===== config.mk =====
export PLATFORM = sky130hd
export DESIGN_NAME = uc_top
export DESIGN_NICKNAME = d
export VERILOG_FILES = /design/src/rtl/uc_pkg.sv /design/src/rtl/uc_ring_detect.sv /design/src/rtl/uc_dma_ready.sv /design/src/rtl/uc_top.sv
export SDC_FILE = /design/constraint.sdc
export NUM_CORES = 1
export LEC_CHECK = 0
export ABC_AREA = 0
export CORE_ASPECT_RATIO = 1.2
export CORE_MARGIN = 1
export CORE_UTILIZATION = 64
export CTS_CLUSTER_SIZE = 30
export DETAILED_ROUTE_END_ITERATION = 8
export DONT_BUFFER_PORTS = 1
export PLACE_DENSITY_LB_ADDON = 0.1
export SLEW_MARGIN = 25
export SYNTH_ARGS = -nofsm -noshare
export SYNTH_HDL_FRONTEND = slang
export SYNTH_SLANG_ARGS = --single-unit

===== constraint.sdc =====
create_clock -name ref_clk -period 2.4 [get_ports ref_clk]
set_clock_uncertainty 0.15 [all_clocks]
set_input_delay 0.24 -clock ref_clk [delete_from_list [all_inputs] [get_ports ref_clk]]
set_output_delay 0.24 -clock ref_clk [all_outputs]
set_load 0.1 [all_outputs]

===== src/rtl/uc_pkg.sv =====
// constants shared by the two-channel uart pin signalling block
package uc_pkg;
  localparam int          CHANS          = 2;
  localparam int          FIFO_DEPTH     = 64;
  localparam int          CNT_W          = 7;
  localparam int          ADDR_W         = 8;
  // address map: paddr[5] picks the channel, paddr[4:0] the register
  localparam int          CHAN_BIT       = 5;
  localparam logic [4:0]  OFF_MODEM_CTRL = 5'h00;
  localparam logic [4:0]  OFF_MODEM_STAT = 5'h04;
  localparam logic [4:0]  OFF_ENH_FEAT   = 5'h08;
  localparam logic [4:0]  OFF_IRQ_EN     = 5'h0c;
  localparam logic [4:0]  OFF_TRIGGER    = 5'h10;
  localparam logic [4:0]  OFF_READY      = 5'h14;
  // modem control fields
  localparam int          MC_TERM_READY  = 0;
  localparam int          MC_REQ_SEND    = 1;
  localparam int          MC_IRQ_DRIVE   = 3;
  localparam int          MC_LOOPBACK    = 4;
  // enhanced feature, interrupt enable, modem status fields
  localparam int          EF_AUTO_RTS    = 6;
  localparam int          IE_RX_DATA     = 0;
  localparam int          IE_TX_EMPTY    = 1;
  localparam int          IE_MODEM       = 3;
  localparam int          MS_RING_EDGE   = 2;
  localparam int          MS_RING        = 6;
  // trigger register fields
  localparam int          TRIG_RX_LSB    = 0;
  localparam int          TRIG_TX_LSB    = 8;
  // values after reset, and the count of a full fifo
  localparam logic [7:0]  MODEM_CTRL_RST = 8'h00;
  localparam logic [7:0]  ENH_FEAT_RST   = 8'h00;
  localparam logic [7:0]  IRQ_EN_RST     = 8'h00;
  localparam logic [CNT_W-1:0] RX_TRIG_RST = 7'h08;
  localparam logic [CNT_W-1:0] TX_TRIG_RST = 7'h08;
  localparam logic [CNT_W-1:0] FIFO_FULL   = 7'h40;
endpackage : uc_pkg


===== src/rtl/uc_ring_detect.sv =====
// ring indicator synchroniser and release-edge detector for one channel
`timescale 1ns/10ps
module uc_ring_detect
  import uc_pkg::*;
(
  // clock and reset
  input  wire logic ref_clk,
  input  wire logic rst_n,
  input  wire logic clk_en,
  // pin and result
  input  wire logic ring_n_pin,
  output logic      ring_level_n,
  output logic      ring_rise
);
  logic ring_meta;
  logic ring_prev;

  always_ff @(posedge ref_clk or negedge rst_n)
  begin
    if (!rst_n)
    begin
      ring_meta    <= 1'b1;
      ring_level_n <= 1'b1;
      ring_prev    <= 1'b1;
    end
    else if (clk_en)
    begin
      ring_meta    <= ring_n_pin;
      ring_level_n <= ring_meta;
      ring_prev    <= ring_level_n;
    end
  end

  // edge taken only from synchronised copies, so one transition gives one pulse
  assign ring_rise = clk_en && ring_level_n && !ring_prev;

  single_pulse_a: assert property (@(posedge ref_clk) disable iff (!rst_n)
    ring_rise |=> !ring_rise)
    else $error("ring edge pulse lasted more than one cycle");
endmodule : uc_ring_detect


===== src/rtl/uc_dma_ready.sv =====
// receive-ready and transmit-ready handshake outputs for one channel
`timescale 1ns/10ps
module uc_dma_ready
  import uc_pkg::*;
(
  // clock and reset
  input  wire logic             ref_clk,
  input  wire logic             rst_n,
  input  wire logic             clk_en,
  // receive side
  input  wire logic [CNT_W-1:0] rx_count,
  input  wire logic [CNT_W-1:0] rx_trig,
  input  wire logic             rx_timeout,
  input  wire logic             rx_error,
  // transmit side
  input  wire logic [CNT_W-1:0] tx_count,
  input  wire logic [CNT_W-1:0] tx_trig,
  // handshake outputs
  output logic                  rx_ready_n,
  output logic                  tx_ready_n
);
  logic             rx_release;
  logic             rx_claim;
  logic [CNT_W-1:0] tx_free;

  assign rx_release = (rx_count == '0) || rx_error;
  assign rx_claim   = (rx_count >= rx_trig) || rx_timeout;
  assign tx_free    = FIFO_FULL - tx_count;

  always_ff @(posedge ref_clk or negedge rst_n)
  begin
    if (!rst_n)
      rx_ready_n <= 1'b1;
    else if (clk_en)
    begin
      // empty or error wins over a trigger seen in the same cycle
      if (rx_release)
        rx_ready_n <= 1'b1;
      else if (rx_claim)
        rx_ready_n <= 1'b0;
    end
  end

  always_ff @(posedge ref_clk or negedge rst_n)
  begin
    if (!rst_n)
      tx_ready_n <= 1'b1;
    else if (clk_en)
    begin
      if (tx_count >= FIFO_FULL)
        tx_ready_n <= 1'b1;
      else if (tx_free >= tx_trig)
        tx_ready_n <= 1'b0;
    end
  end

  rx_claim_a: assert property (@(posedge ref_clk) disable iff (!rst_n)
    clk_en && rx_claim && !rx_release |=> !rx_ready_n)
    else $error("receive ready did not go low at trigger");
  rx_release_a: assert property (@(posedge ref_clk) disable iff (!rst_n)
    clk_en && rx_release |=> rx_ready_n)
    else $error("receive ready did not return high");
  tx_claim_a: assert property (@(posedge ref_clk) disable iff (!rst_n)
    clk_en && tx_count < FIFO_FULL && tx_free >= tx_trig |=> !tx_ready_n)
    else $error("transmit ready did not go low at trigger");
  tx_full_a: assert property (@(posedge ref_clk) disable iff (!rst_n)
    clk_en && tx_count >= FIFO_FULL |=> tx_ready_n)
    else $error("transmit ready low while buffer full");
endmodule : uc_dma_ready


===== src/rtl/uc_top.sv =====
// two-channel uart pin signalling: modem pins, loopback, dma handshakes, apb registers
//
// Operation
// - active reset returns all registers and outputs of both channels to initial state.
// - during reset serial output idles and serial input is not sampled.
// - each channel has its own independent modem, flow and serial signals.
// - rising edge on active-low ring input raises modem status interrupt if enabled.
// - ring input level is readable in the channel's modem status register.
// - modem control bit 1 set drives request-to-send low; clear drives it high.
// - request-to-send is high after reset.
// - request-to-send gates flow only when auto request-to-send feature bit is set.
// - loopback ignores serial input pin and feeds transmit data to receiver.
// - loopback disables the external serial output pin.
// - receive-ready goes low at receive trigger level or receive timeout.
// - receive-ready returns high when receive fifo empty or holds an error.
// - transmit-ready goes low when free transmit space reaches the trigger level.
// - transmit-ready goes high when the transmit buffer is full.
// - modem control bit 0 set drives terminal-ready low; clear or reset high.
// - interrupt output driven only with modem control bit 3 set; else released.
`timescale 1ns/10ps
module uc_top
  import uc_pkg::*;
(
  // clock, reset, enable
  input  wire logic              ref_clk,
  input  wire logic              rst_n,
  input  wire logic              clk_en,
  // apb slave
  input  wire logic              psel,
  input  wire logic              penable,
  input  wire logic              pwrite,
  input  wire logic [ADDR_W-1:0] paddr,
  input  wire logic [31:0]       pwdata,
  output logic      [31:0]       prdata,
  output logic                   pready,
  output logic                   pslverr,
  // channel 0 pins
  input  wire logic              ring_indicator_n_chan0,
  input  wire logic              serial_in_chan0,
  output logic                   serial_out_chan0,
  output logic                   request_send_n_chan0,
  output logic                   terminal_ready_n_chan0,
  output logic                   receive_ready_n_chan0,
  output logic                   transmit_ready_n_chan0,
  output logic                   irq_out_chan0,
  output logic                   irq_oe_chan0,
  // channel 1 pins
  input  wire logic              ring_indicator_n_chan1,
  input  wire logic              serial_in_chan1,
  output logic                   serial_out_chan1,
  output logic                   request_send_n_chan1,
  output logic                   terminal_ready_n_chan1,
  output logic                   receive_ready_n_chan1,
  output logic                   transmit_ready_n_chan1,
  output logic                   irq_out_chan1,
  output logic                   irq_oe_chan1,
  // channel 0 core side
  input  wire logic              core_tx_chan0,
  output logic                   core_rx_chan0,
  input  wire logic [CNT_W-1:0]  rx_count_chan0,
  input  wire logic              rx_timeout_chan0,
  input  wire logic              rx_error_chan0,
  input  wire logic [CNT_W-1:0]  tx_count_chan0,
  // channel 1 core side
  input  wire logic              core_tx_chan1,
  output logic                   core_rx_chan1,
  input  wire logic [CNT_W-1:0]  rx_count_chan1,
  input  wire logic              rx_timeout_chan1,
  input  wire logic              rx_error_chan1,
  input  wire logic [CNT_W-1:0]  tx_count_chan1
);
  // ---------------------------------------------------------------------
  // per-channel views of the ports
  // ---------------------------------------------------------------------
  logic             ring_pin   [CHANS];
  logic             sin_pin    [CHANS];
  logic             core_tx    [CHANS];
  logic [CNT_W-1:0] rx_count   [CHANS];
  logic             rx_timeout [CHANS];
  logic             rx_error   [CHANS];
  logic [CNT_W-1:0] tx_count   [CHANS];
  logic             sout       [CHANS];
  logic             rts_n      [CHANS];
  logic             dtr_n      [CHANS];
  logic             rx_rdy_n   [CHANS];
  logic             tx_rdy_n   [CHANS];
  logic             irq_val    [CHANS];
  logic             irq_oe     [CHANS];
  logic             core_rx    [CHANS];

  assign ring_pin   = '{ring_indicator_n_chan0, ring_indicator_n_chan1};
  assign sin_pin    = '{serial_in_chan0, serial_in_chan1};
  assign core_tx    = '{core_tx_chan0, core_tx_chan1};
  assign rx_count   = '{rx_count_chan0, rx_count_chan1};
  assign rx_timeout = '{rx_timeout_chan0, rx_timeout_chan1};
  assign rx_error   = '{rx_error_chan0, rx_error_chan1};
  assign tx_count   = '{tx_count_chan0, tx_count_chan1};

  assign serial_out_chan0       = sout[0];
  assign serial_out_chan1       = sout[1];
  assign request_send_n_chan0   = rts_n[0];
  assign request_send_n_chan1   = rts_n[1];
  assign terminal_ready_n_chan0 = dtr_n[0];
  assign terminal_ready_n_chan1 = dtr_n[1];
  assign receive_ready_n_chan0  = rx_rdy_n[0];
  assign receive_ready_n_chan1  = rx_rdy_n[1];
  assign transmit_ready_n_chan0 = tx_rdy_n[0];
  assign transmit_ready_n_chan1 = tx_rdy_n[1];
  assign irq_out_chan0          = irq_val[0];
  assign irq_out_chan1          = irq_val[1];
  assign irq_oe_chan0           = irq_oe[0];
  assign irq_oe_chan1           = irq_oe[1];
  assign core_rx_chan0          = core_rx[0];
  assign core_rx_chan1          = core_rx[1];

  // ---------------------------------------------------------------------
  // apb decode
  // ---------------------------------------------------------------------
  logic       sel_chan;
  logic [4:0] sel_off;
  logic       sel_ok;
  logic       acc_done;
  logic       wr_take;
  logic       rd_take;

  assign sel_chan = paddr[CHAN_BIT];
  assign sel_off  = paddr[4:0];
  assign sel_ok   = (paddr[ADDR_W-1:CHAN_BIT+1] == '0) &&
                    (sel_off == OFF_MODEM_CTRL || sel_off == OFF_MODEM_STAT ||
                     sel_off == OFF_ENH_FEAT || sel_off == OFF_IRQ_EN ||
                     sel_off == OFF_TRIGGER || sel_off == OFF_READY);
  assign acc_done = clk_en && psel && penable && pready;
  assign wr_take  = acc_done && pwrite && sel_ok;
  assign rd_take  = acc_done && !pwrite && sel_ok;

  // ---------------------------------------------------------------------
  // per-channel registers and pin logic
  // ---------------------------------------------------------------------
  logic [7:0]       modem_control_reg    [CHANS];
  logic [7:0]       enhanced_feature_reg [CHANS];
  logic [7:0]       interrupt_enable_reg [CHANS];
  logic [CNT_W-1:0] rx_trig              [CHANS];
  logic [CNT_W-1:0] tx_trig              [CHANS];
  logic             ring_edge            [CHANS];
  logic             ring_level_n         [CHANS];
  logic             ring_rise            [CHANS];
  logic [31:0]      chan_rdata           [CHANS];

  genvar c;
  generate
    for (c = 0; c < CHANS; c++)
    begin : g_chan
      logic wr_here;
      logic rx_at_trig;
      logic sin_meta;
      logic sin_sync;
      logic modem_irq;

      assign wr_here    = wr_take && (sel_chan == 1'(c));
      assign rx_at_trig = rx_count[c] >= rx_trig[c];
      assign modem_irq  = interrupt_enable_reg[c][IE_MODEM] && ring_edge[c];

      uc_ring_detect u_ring (
        .ref_clk      (ref_clk),
        .rst_n        (rst_n),
        .clk_en       (clk_en),
        .ring_n_pin   (ring_pin[c]),
        .ring_level_n (ring_level_n[c]),
        .ring_rise    (ring_rise[c])
      );

      uc_dma_ready u_ready (
        .ref_clk    (ref_clk),
        .rst_n      (rst_n),
        .clk_en     (clk_en),
        .rx_count   (rx_count[c]),
        .rx_trig    (rx_trig[c]),
        .rx_timeout (rx_timeout[c]),
        .rx_error   (rx_error[c]),
        .tx_count   (tx_count[c]),
        .tx_trig    (tx_trig[c]),
        .rx_ready_n (rx_rdy_n[c]),
        .tx_ready_n (tx_rdy_n[c])
      );

      always_ff @(posedge ref_clk or negedge rst_n)
      begin
        if (!rst_n)
        begin
          modem_control_reg[c]    <= MODEM_CTRL_RST;
          enhanced_feature_reg[c] <= ENH_FEAT_RST;
          interrupt_enable_reg[c] <= IRQ_EN_RST;
          rx_trig[c]              <= RX_TRIG_RST;
          tx_trig[c]              <= TX_TRIG_RST;
        end
        else if (wr_here)
        begin
          unique case (sel_off)
            OFF_MODEM_CTRL: modem_control_reg[c]    <= pwdata[7:0];
            OFF_ENH_FEAT:   enhanced_feature_reg[c] <= pwdata[7:0];
            OFF_IRQ_EN:     interrupt_enable_reg[c] <= pwdata[7:0];
            OFF_TRIGGER:
            begin
              rx_trig[c] <= pwdata[TRIG_RX_LSB +: CNT_W];
              tx_trig[c] <= pwdata[TRIG_TX_LSB +: CNT_W];
            end
            default: ;
          endcase
        end
      end

      // sticky ring edge; a new edge beats a clearing status read
      always_ff @(posedge ref_clk or negedge rst_n)
      begin
        if (!rst_n)
          ring_edge[c] <= 1'b0;
        else if (ring_rise[c])
          ring_edge[c] <= 1'b1;
        else if (rd_take && sel_chan == 1'(c) && sel_off == OFF_MODEM_STAT)
          ring_edge[c] <= 1'b0;
      end

      // modem pins
      always_ff @(posedge ref_clk or negedge rst_n)
      begin
        if (!rst_n)
        begin
          rts_n[c]   <= 1'b1;
          dtr_n[c]   <= 1'b1;
          irq_oe[c]  <= 1'b0;
          irq_val[c] <= 1'b0;
        end
        else if (clk_en)
        begin
          // auto flow drops the request while the receive fifo sits at trigger
          rts_n[c]   <= !(modem_control_reg[c][MC_REQ_SEND] &&
                          !(enhanced_feature_reg[c][EF_AUTO_RTS] && rx_at_trig));
          dtr_n[c]   <= !modem_control_reg[c][MC_TERM_READY];
          irq_oe[c]  <= modem_control_reg[c][MC_IRQ_DRIVE];
          irq_val[c] <= modem_control_reg[c][MC_IRQ_DRIVE] &&
                        (modem_irq ||
                         (interrupt_enable_reg[c][IE_RX_DATA] && rx_at_trig) ||
                         (interrupt_enable_reg[c][IE_TX_EMPTY] && tx_count[c] == '0));
        end
      end

      // serial path; input pin synchronised, both ends idle high in reset
      always_ff @(posedge ref_clk or negedge rst_n)
      begin
        if (!rst_n)
        begin
          sin_meta    <= 1'b1;
          sin_sync    <= 1'b1;
          sout[c]     <= 1'b1;
          core_rx[c]  <= 1'b1;
        end
        else if (clk_en)
        begin
          sin_meta <= sin_pin[c];
          sin_sync <= sin_meta;
          if (modem_control_reg[c][MC_LOOPBACK])
          begin
            sout[c]    <= 1'b1;
            core_rx[c] <= core_tx[c];
          end
          else
          begin
            sout[c]    <= core_tx[c];
            core_rx[c] <= sin_sync;  // relies on idle-high line
          end
        end
      end

      always_comb
      begin
        chan_rdata[c] = 32'h0000_0000;
        unique case (sel_off)
          OFF_MODEM_CTRL: chan_rdata[c][7:0] = modem_control_reg[c];
          OFF_MODEM_STAT:
          begin
            chan_rdata[c][MS_RING]      = !ring_level_n[c];
            chan_rdata[c][MS_RING_EDGE] = ring_edge[c];
          end
          OFF_ENH_FEAT:   chan_rdata[c][7:0] = enhanced_feature_reg[c];
          OFF_IRQ_EN:     chan_rdata[c][7:0] = interrupt_enable_reg[c];
          OFF_TRIGGER:
          begin
            chan_rdata[c][TRIG_RX_LSB +: CNT_W] = rx_trig[c];
            chan_rdata[c][TRIG_TX_LSB +: CNT_W] = tx_trig[c];
          end
          OFF_READY:
          begin
            chan_rdata[c][0] = rx_rdy_n[c];
            chan_rdata[c][1] = tx_rdy_n[c];
          end
          default: chan_rdata[c] = 32'h0000_0000;
        endcase
      end

      rts_follow_a: assert property (@(posedge ref_clk) disable iff (!rst_n)
        clk_en && modem_control_reg[c][MC_REQ_SEND] && !enhanced_feature_reg[c][EF_AUTO_RTS] |=> !rts_n[c])
        else $error("request-to-send not low with control bit set");
      auto_rts_a: assert property (@(posedge ref_clk) disable iff (!rst_n)
        clk_en && enhanced_feature_reg[c][EF_AUTO_RTS] && rx_at_trig |=> rts_n[c])
        else $error("auto flow did not drop request-to-send");
      dtr_follow_a: assert property (@(posedge ref_clk) disable iff (!rst_n)
        clk_en |=> dtr_n[c] == !$past(modem_control_reg[c][MC_TERM_READY]))
        else $error("terminal-ready does not follow control bit 0");
      irq_drive_a: assert property (@(posedge ref_clk) disable iff (!rst_n)
        !irq_oe[c] |-> !$past(modem_control_reg[c][MC_IRQ_DRIVE]) || !$past(clk_en))
        else $error("interrupt released while drive bit set");
      ring_event_a: assert property (@(posedge ref_clk) disable iff (!rst_n)
        ring_rise[c] && interrupt_enable_reg[c][IE_MODEM] && modem_control_reg[c][MC_IRQ_DRIVE]
        ##1 clk_en && interrupt_enable_reg[c][IE_MODEM] && modem_control_reg[c][MC_IRQ_DRIVE] |=> irq_val[c])
        else $error("ring release did not raise interrupt");
      loop_tx_a: assert property (@(posedge ref_clk) disable iff (!rst_n)
        clk_en && modem_control_reg[c][MC_LOOPBACK] |=> sout[c])
        else $error("serial output driven in loopback");
      loop_rx_a: assert property (@(posedge ref_clk) disable iff (!rst_n)
        clk_en && modem_control_reg[c][MC_LOOPBACK] |=> core_rx[c] == $past(core_tx[c]))
        else $error("loopback did not feed transmit data to receiver");
      rts_reset_a: assert property (@(posedge ref_clk)
        !rst_n |-> rts_n[c] && dtr_n[c] && sout[c])
        else $error("pins not idle during reset");
    end
  endgenerate

  // ---------------------------------------------------------------------
  // apb answer: one wait-free access phase, data latched in setup
  // ---------------------------------------------------------------------
  always_ff @(posedge ref_clk or negedge rst_n)
  begin
    if (!rst_n)
    begin
      pready  <= 1'b0;
      pslverr <= 1'b0;
      prdata  <= 32'h0000_0000;
    end
    else if (clk_en)
    begin
      pready  <= psel && !penable;
      pslverr <= psel && !penable && !sel_ok;
      if (psel && !penable && !pwrite && sel_ok)
        prdata <= chan_rdata[sel_chan];
      else if (psel && !penable)
        prdata <= 32'h0000_0000;
    end
  end

  ring_read_a: assert property (@(posedge ref_clk) disable iff (!rst_n)
    clk_en && psel && !penable && !pwrite && sel_ok && sel_off == OFF_MODEM_STAT
    |=> prdata[MS_RING] == !$past(sel_chan ? ring_level_n[1] : ring_level_n[0]))
    else $error("modem status ring bit wrong");
endmodule : uc_top


==> impl_metrics.toml <==
[clock_network]
htreeDepth = 4
cts_tree = "yes"
holdBufCountCts = 40
clk_pin_slew_ns = 0.06
cts.sinks = 121
clk_latency_ns = 0.41
root_buffer = "clkbuf_16"
clock_path_buffers = 2
numCtsBuffers = 17

[floorplanning]
coreArea_sq_um = 9610
die_w_microns = 93.4
dieArea_sq_um = 10400
die_h_microns = 112
fp-row-count = 39
pin_count = 134
initial_utilization_pct = 66.7

[power]
p_int_w = 0.00413
powerDensity_nw_per_um2 = 700
p_clk_share_pct = 50.5
p_sw_w = 0.00130
p_seq_share_pct = 40.4
p_leak_nw = 3.73
power_frac_comb_pct = 9.1
netSwitchingFraction_pct = 23.9
vdd_drop_max_uv = 571

[drt]
drt_iter0_markers = 426
wirelength_mm = 17.4
detail-route-antenna-nets = 0
drc = 0
wire_per_inst_microns = 21.2
viasPerCell = 6.15
dr.pass1.iters = 5
vias = 5035

[final_layout]
regArea_sq_um = 3060
post_layout_nonfiller_instances = 819
area_delta_synth_final_pct = 21.0
fin_util_pct = 80.7
multi_input_area_sq_um = 3000
nets = 794
fin_area_sq_um = 7760
drive_gt1_share_pct = 25.3
fill_cells = 600

[critical_path]
start_kind = "flop"
critPathRequiredTime_ns = 2.60
crit_type = "flop to flop"
endpoint_kind = "flop"
arrival_ns = 2.56
cp_max_fo = 3

[grt]
grt.overflow.total = 0
grt_pass1_vias = 5376
track_usage_pct = 35.1
grt_max_degree = 122
antenna_found_initial = 3
grt_pass1_wl_mm = 27.2

[synthesis]
yosys_warnings = 0
async_flop_share_pct = 100
syn_avg_cell_area_sq_um = 10.7
ys_ff_latch = 121
synth_edf_count = 0
synth_area_sq_um = 6410
synthFlopType = "dfrtp_1"
yosysSeqAreaShare_pct = 47.7
synth_cell_type_count = 57
postSynthCellCount = 602

[placed_design]
place_congestion = 0.902
placed_area_sq_um = 6700
dp.cells = 744
hpwl_mm = 11.6
port-buffer-count = 0
pre_cts_ws_ns = 0.226

[timing]
post-route-period-util_pct = 98.1
slew_headroom_pct = 41.6
hold_violations = 121
timing.hold.ws_ns = -0.619
max_freq_ghz = 0.425
tightest_slew_ns = 0.873
finalSetupViolCount = 0
setup_slack_ns = 0.0447
min_period_ns = 2.36
drv_slew = 0

[run]
maxCapViolations = 0

[run_status]
status = "complete, but fails checks"
violations = "hold timing"

[worst_hold_path]
hold_class = "input pin to async pin"
==> cells in the final DEF (no fill, tap or decap), types with 6 or more instances in the layout <==
master and instances:
dfstp_2 26, clkbuf_16 17, a22oi_1 8, o31ai_1 6, nor2_1 17, a21o_1 9
a22o_1 9, conb_1 17, inv_1 49, a21oi_1 19, buf_4 41, mux2i_1 16
ha_1 30, dfrtp_1 94, o21ai_0 49, dlygate4sd3_1 39, xnor2_1 8, nand2b_1 10
nand2_1 56, nor3_1 7, mux2_2 60
==> critical path, cell delays in order, from the launching register on <==
cell and delay, ns:
dfrtp_1 0.36, inv_1 0.07, ha_1 0.31, a21o_1 0.18, a31oi_2 0.18, o21ai_2 0.11, o31ai_1 0.24, a22o_1 0.16
dlygate4sd3_1 0.54
==> power by group through the flow <==
stage / sequential (W) / combinational, W / clock [W]
6_report: 0.00219 / 0.000494 / 0.00274
5_1_grt: 0.00220 / 0.000520 / 0.00284
4_1_cts: 0.00219 / 0.000484 / 0.00276
3_5_place_dp: 0.00223 / 0.000382 / 0
3_3_place_gp: 0.00222 / 0.000371 / 0
2_1_floorplan: 0.00228 / 0.000306 / 0
==> cells by family (layout without fill, tap and decap cells) <==
logic type | after synthesis | count (layout) | share of synthesized area [%]
compound gates | 139 | 139 | 13.8
xor+xnor | 10 | 10 | 1.37
fa+ha+maj | 30 | 30 | 5.85
buf+inv | 88 | 163 | 6.67
flops | 121 | 121 | 47.7
mux | 76 | 76 | 13.0
other cells | 1 | 20 | 0.0585
simple gates | 137 | 137 | 11.5
==> Yosys cell counts, drive strengths merged, types with 9 or more instances <==
master | n | area (sq um)
a22o | 9 | 78.8
buf | 33 | 219
a21oi | 20 | 100
inv | 50 | 188
a21o | 9 | 67.6
nor3 | 10 | 77.6
nor2 | 20 | 82.6
dfrtp | 95 | 2380
o21ai | 52 | 260
nand2 | 59 | 229
nand2b | 10 | 62.6
mux2 | 60 | 676
ha | 30 | 375
dfstp | 26 | 683
mux2i | 16 | 160
==> stage by stage <==
step | hold slack, ns | TNS [ns] | power, W
global route | -0.635 | -0.0120 | 0.00556
CTS | -0.631 | 0 | 0.00543
floorplan | -0.206 | 0 | 0.00258
finish | -0.619 | 0 | 0.00543
global placement | -0.201 | 0 | 0.00260
detailed placement | -0.201 | 0 | 0.00261
==> cell type report <==
type                    count  share of cell area [%]
clock inverters             9                    2.23
multi-input cells         409                    38.7
well taps                 123                    1.98
flip-flops and latches    121                    39.5
diodes                      3                  0.0968
inverters                  50                    2.42
clock buffers              23                    5.90
repair buffers             81                    9.26
==> what timing repair did <==
item | CTS | global route
buffers inserted | 0 | 0
hold endpoints to repair | 241 | 121
endpoints found under the setup margin | 0 | 1
resized for setup | 0 | 5
==> routing by layer <==
layer	vias up	part of all wire, %	track usage (%)
met2	229	50	58.1
met5	-	0	0
met4	0	3.7	18.1
li1	2267	-	-
met1	2489	38	41.2
met3	50	8.1	10.5
==> worst paths after layout <==
kind,start,to,slack [ns],cells past startpoint
max,rx_trig[9],g_chan[0].u_ready.rx_ready_n,0.04,8
min,rst_n,interrupt_enable_reg[9],-0.62,0
max reg2reg,rx_trig[9],g_chan[0].u_ready.rx_ready_n,0.04,8
min reg2reg,modem_control_reg[9],request_send_n_chan0,0.31,1
max in group asynchronous,rst_n,g_chan[1].u_ring.ring_prev,2.44,0
min in group ref_clk,pwrite,ring_edge[1],0.02,3
(Power assumes the default switching activity.)
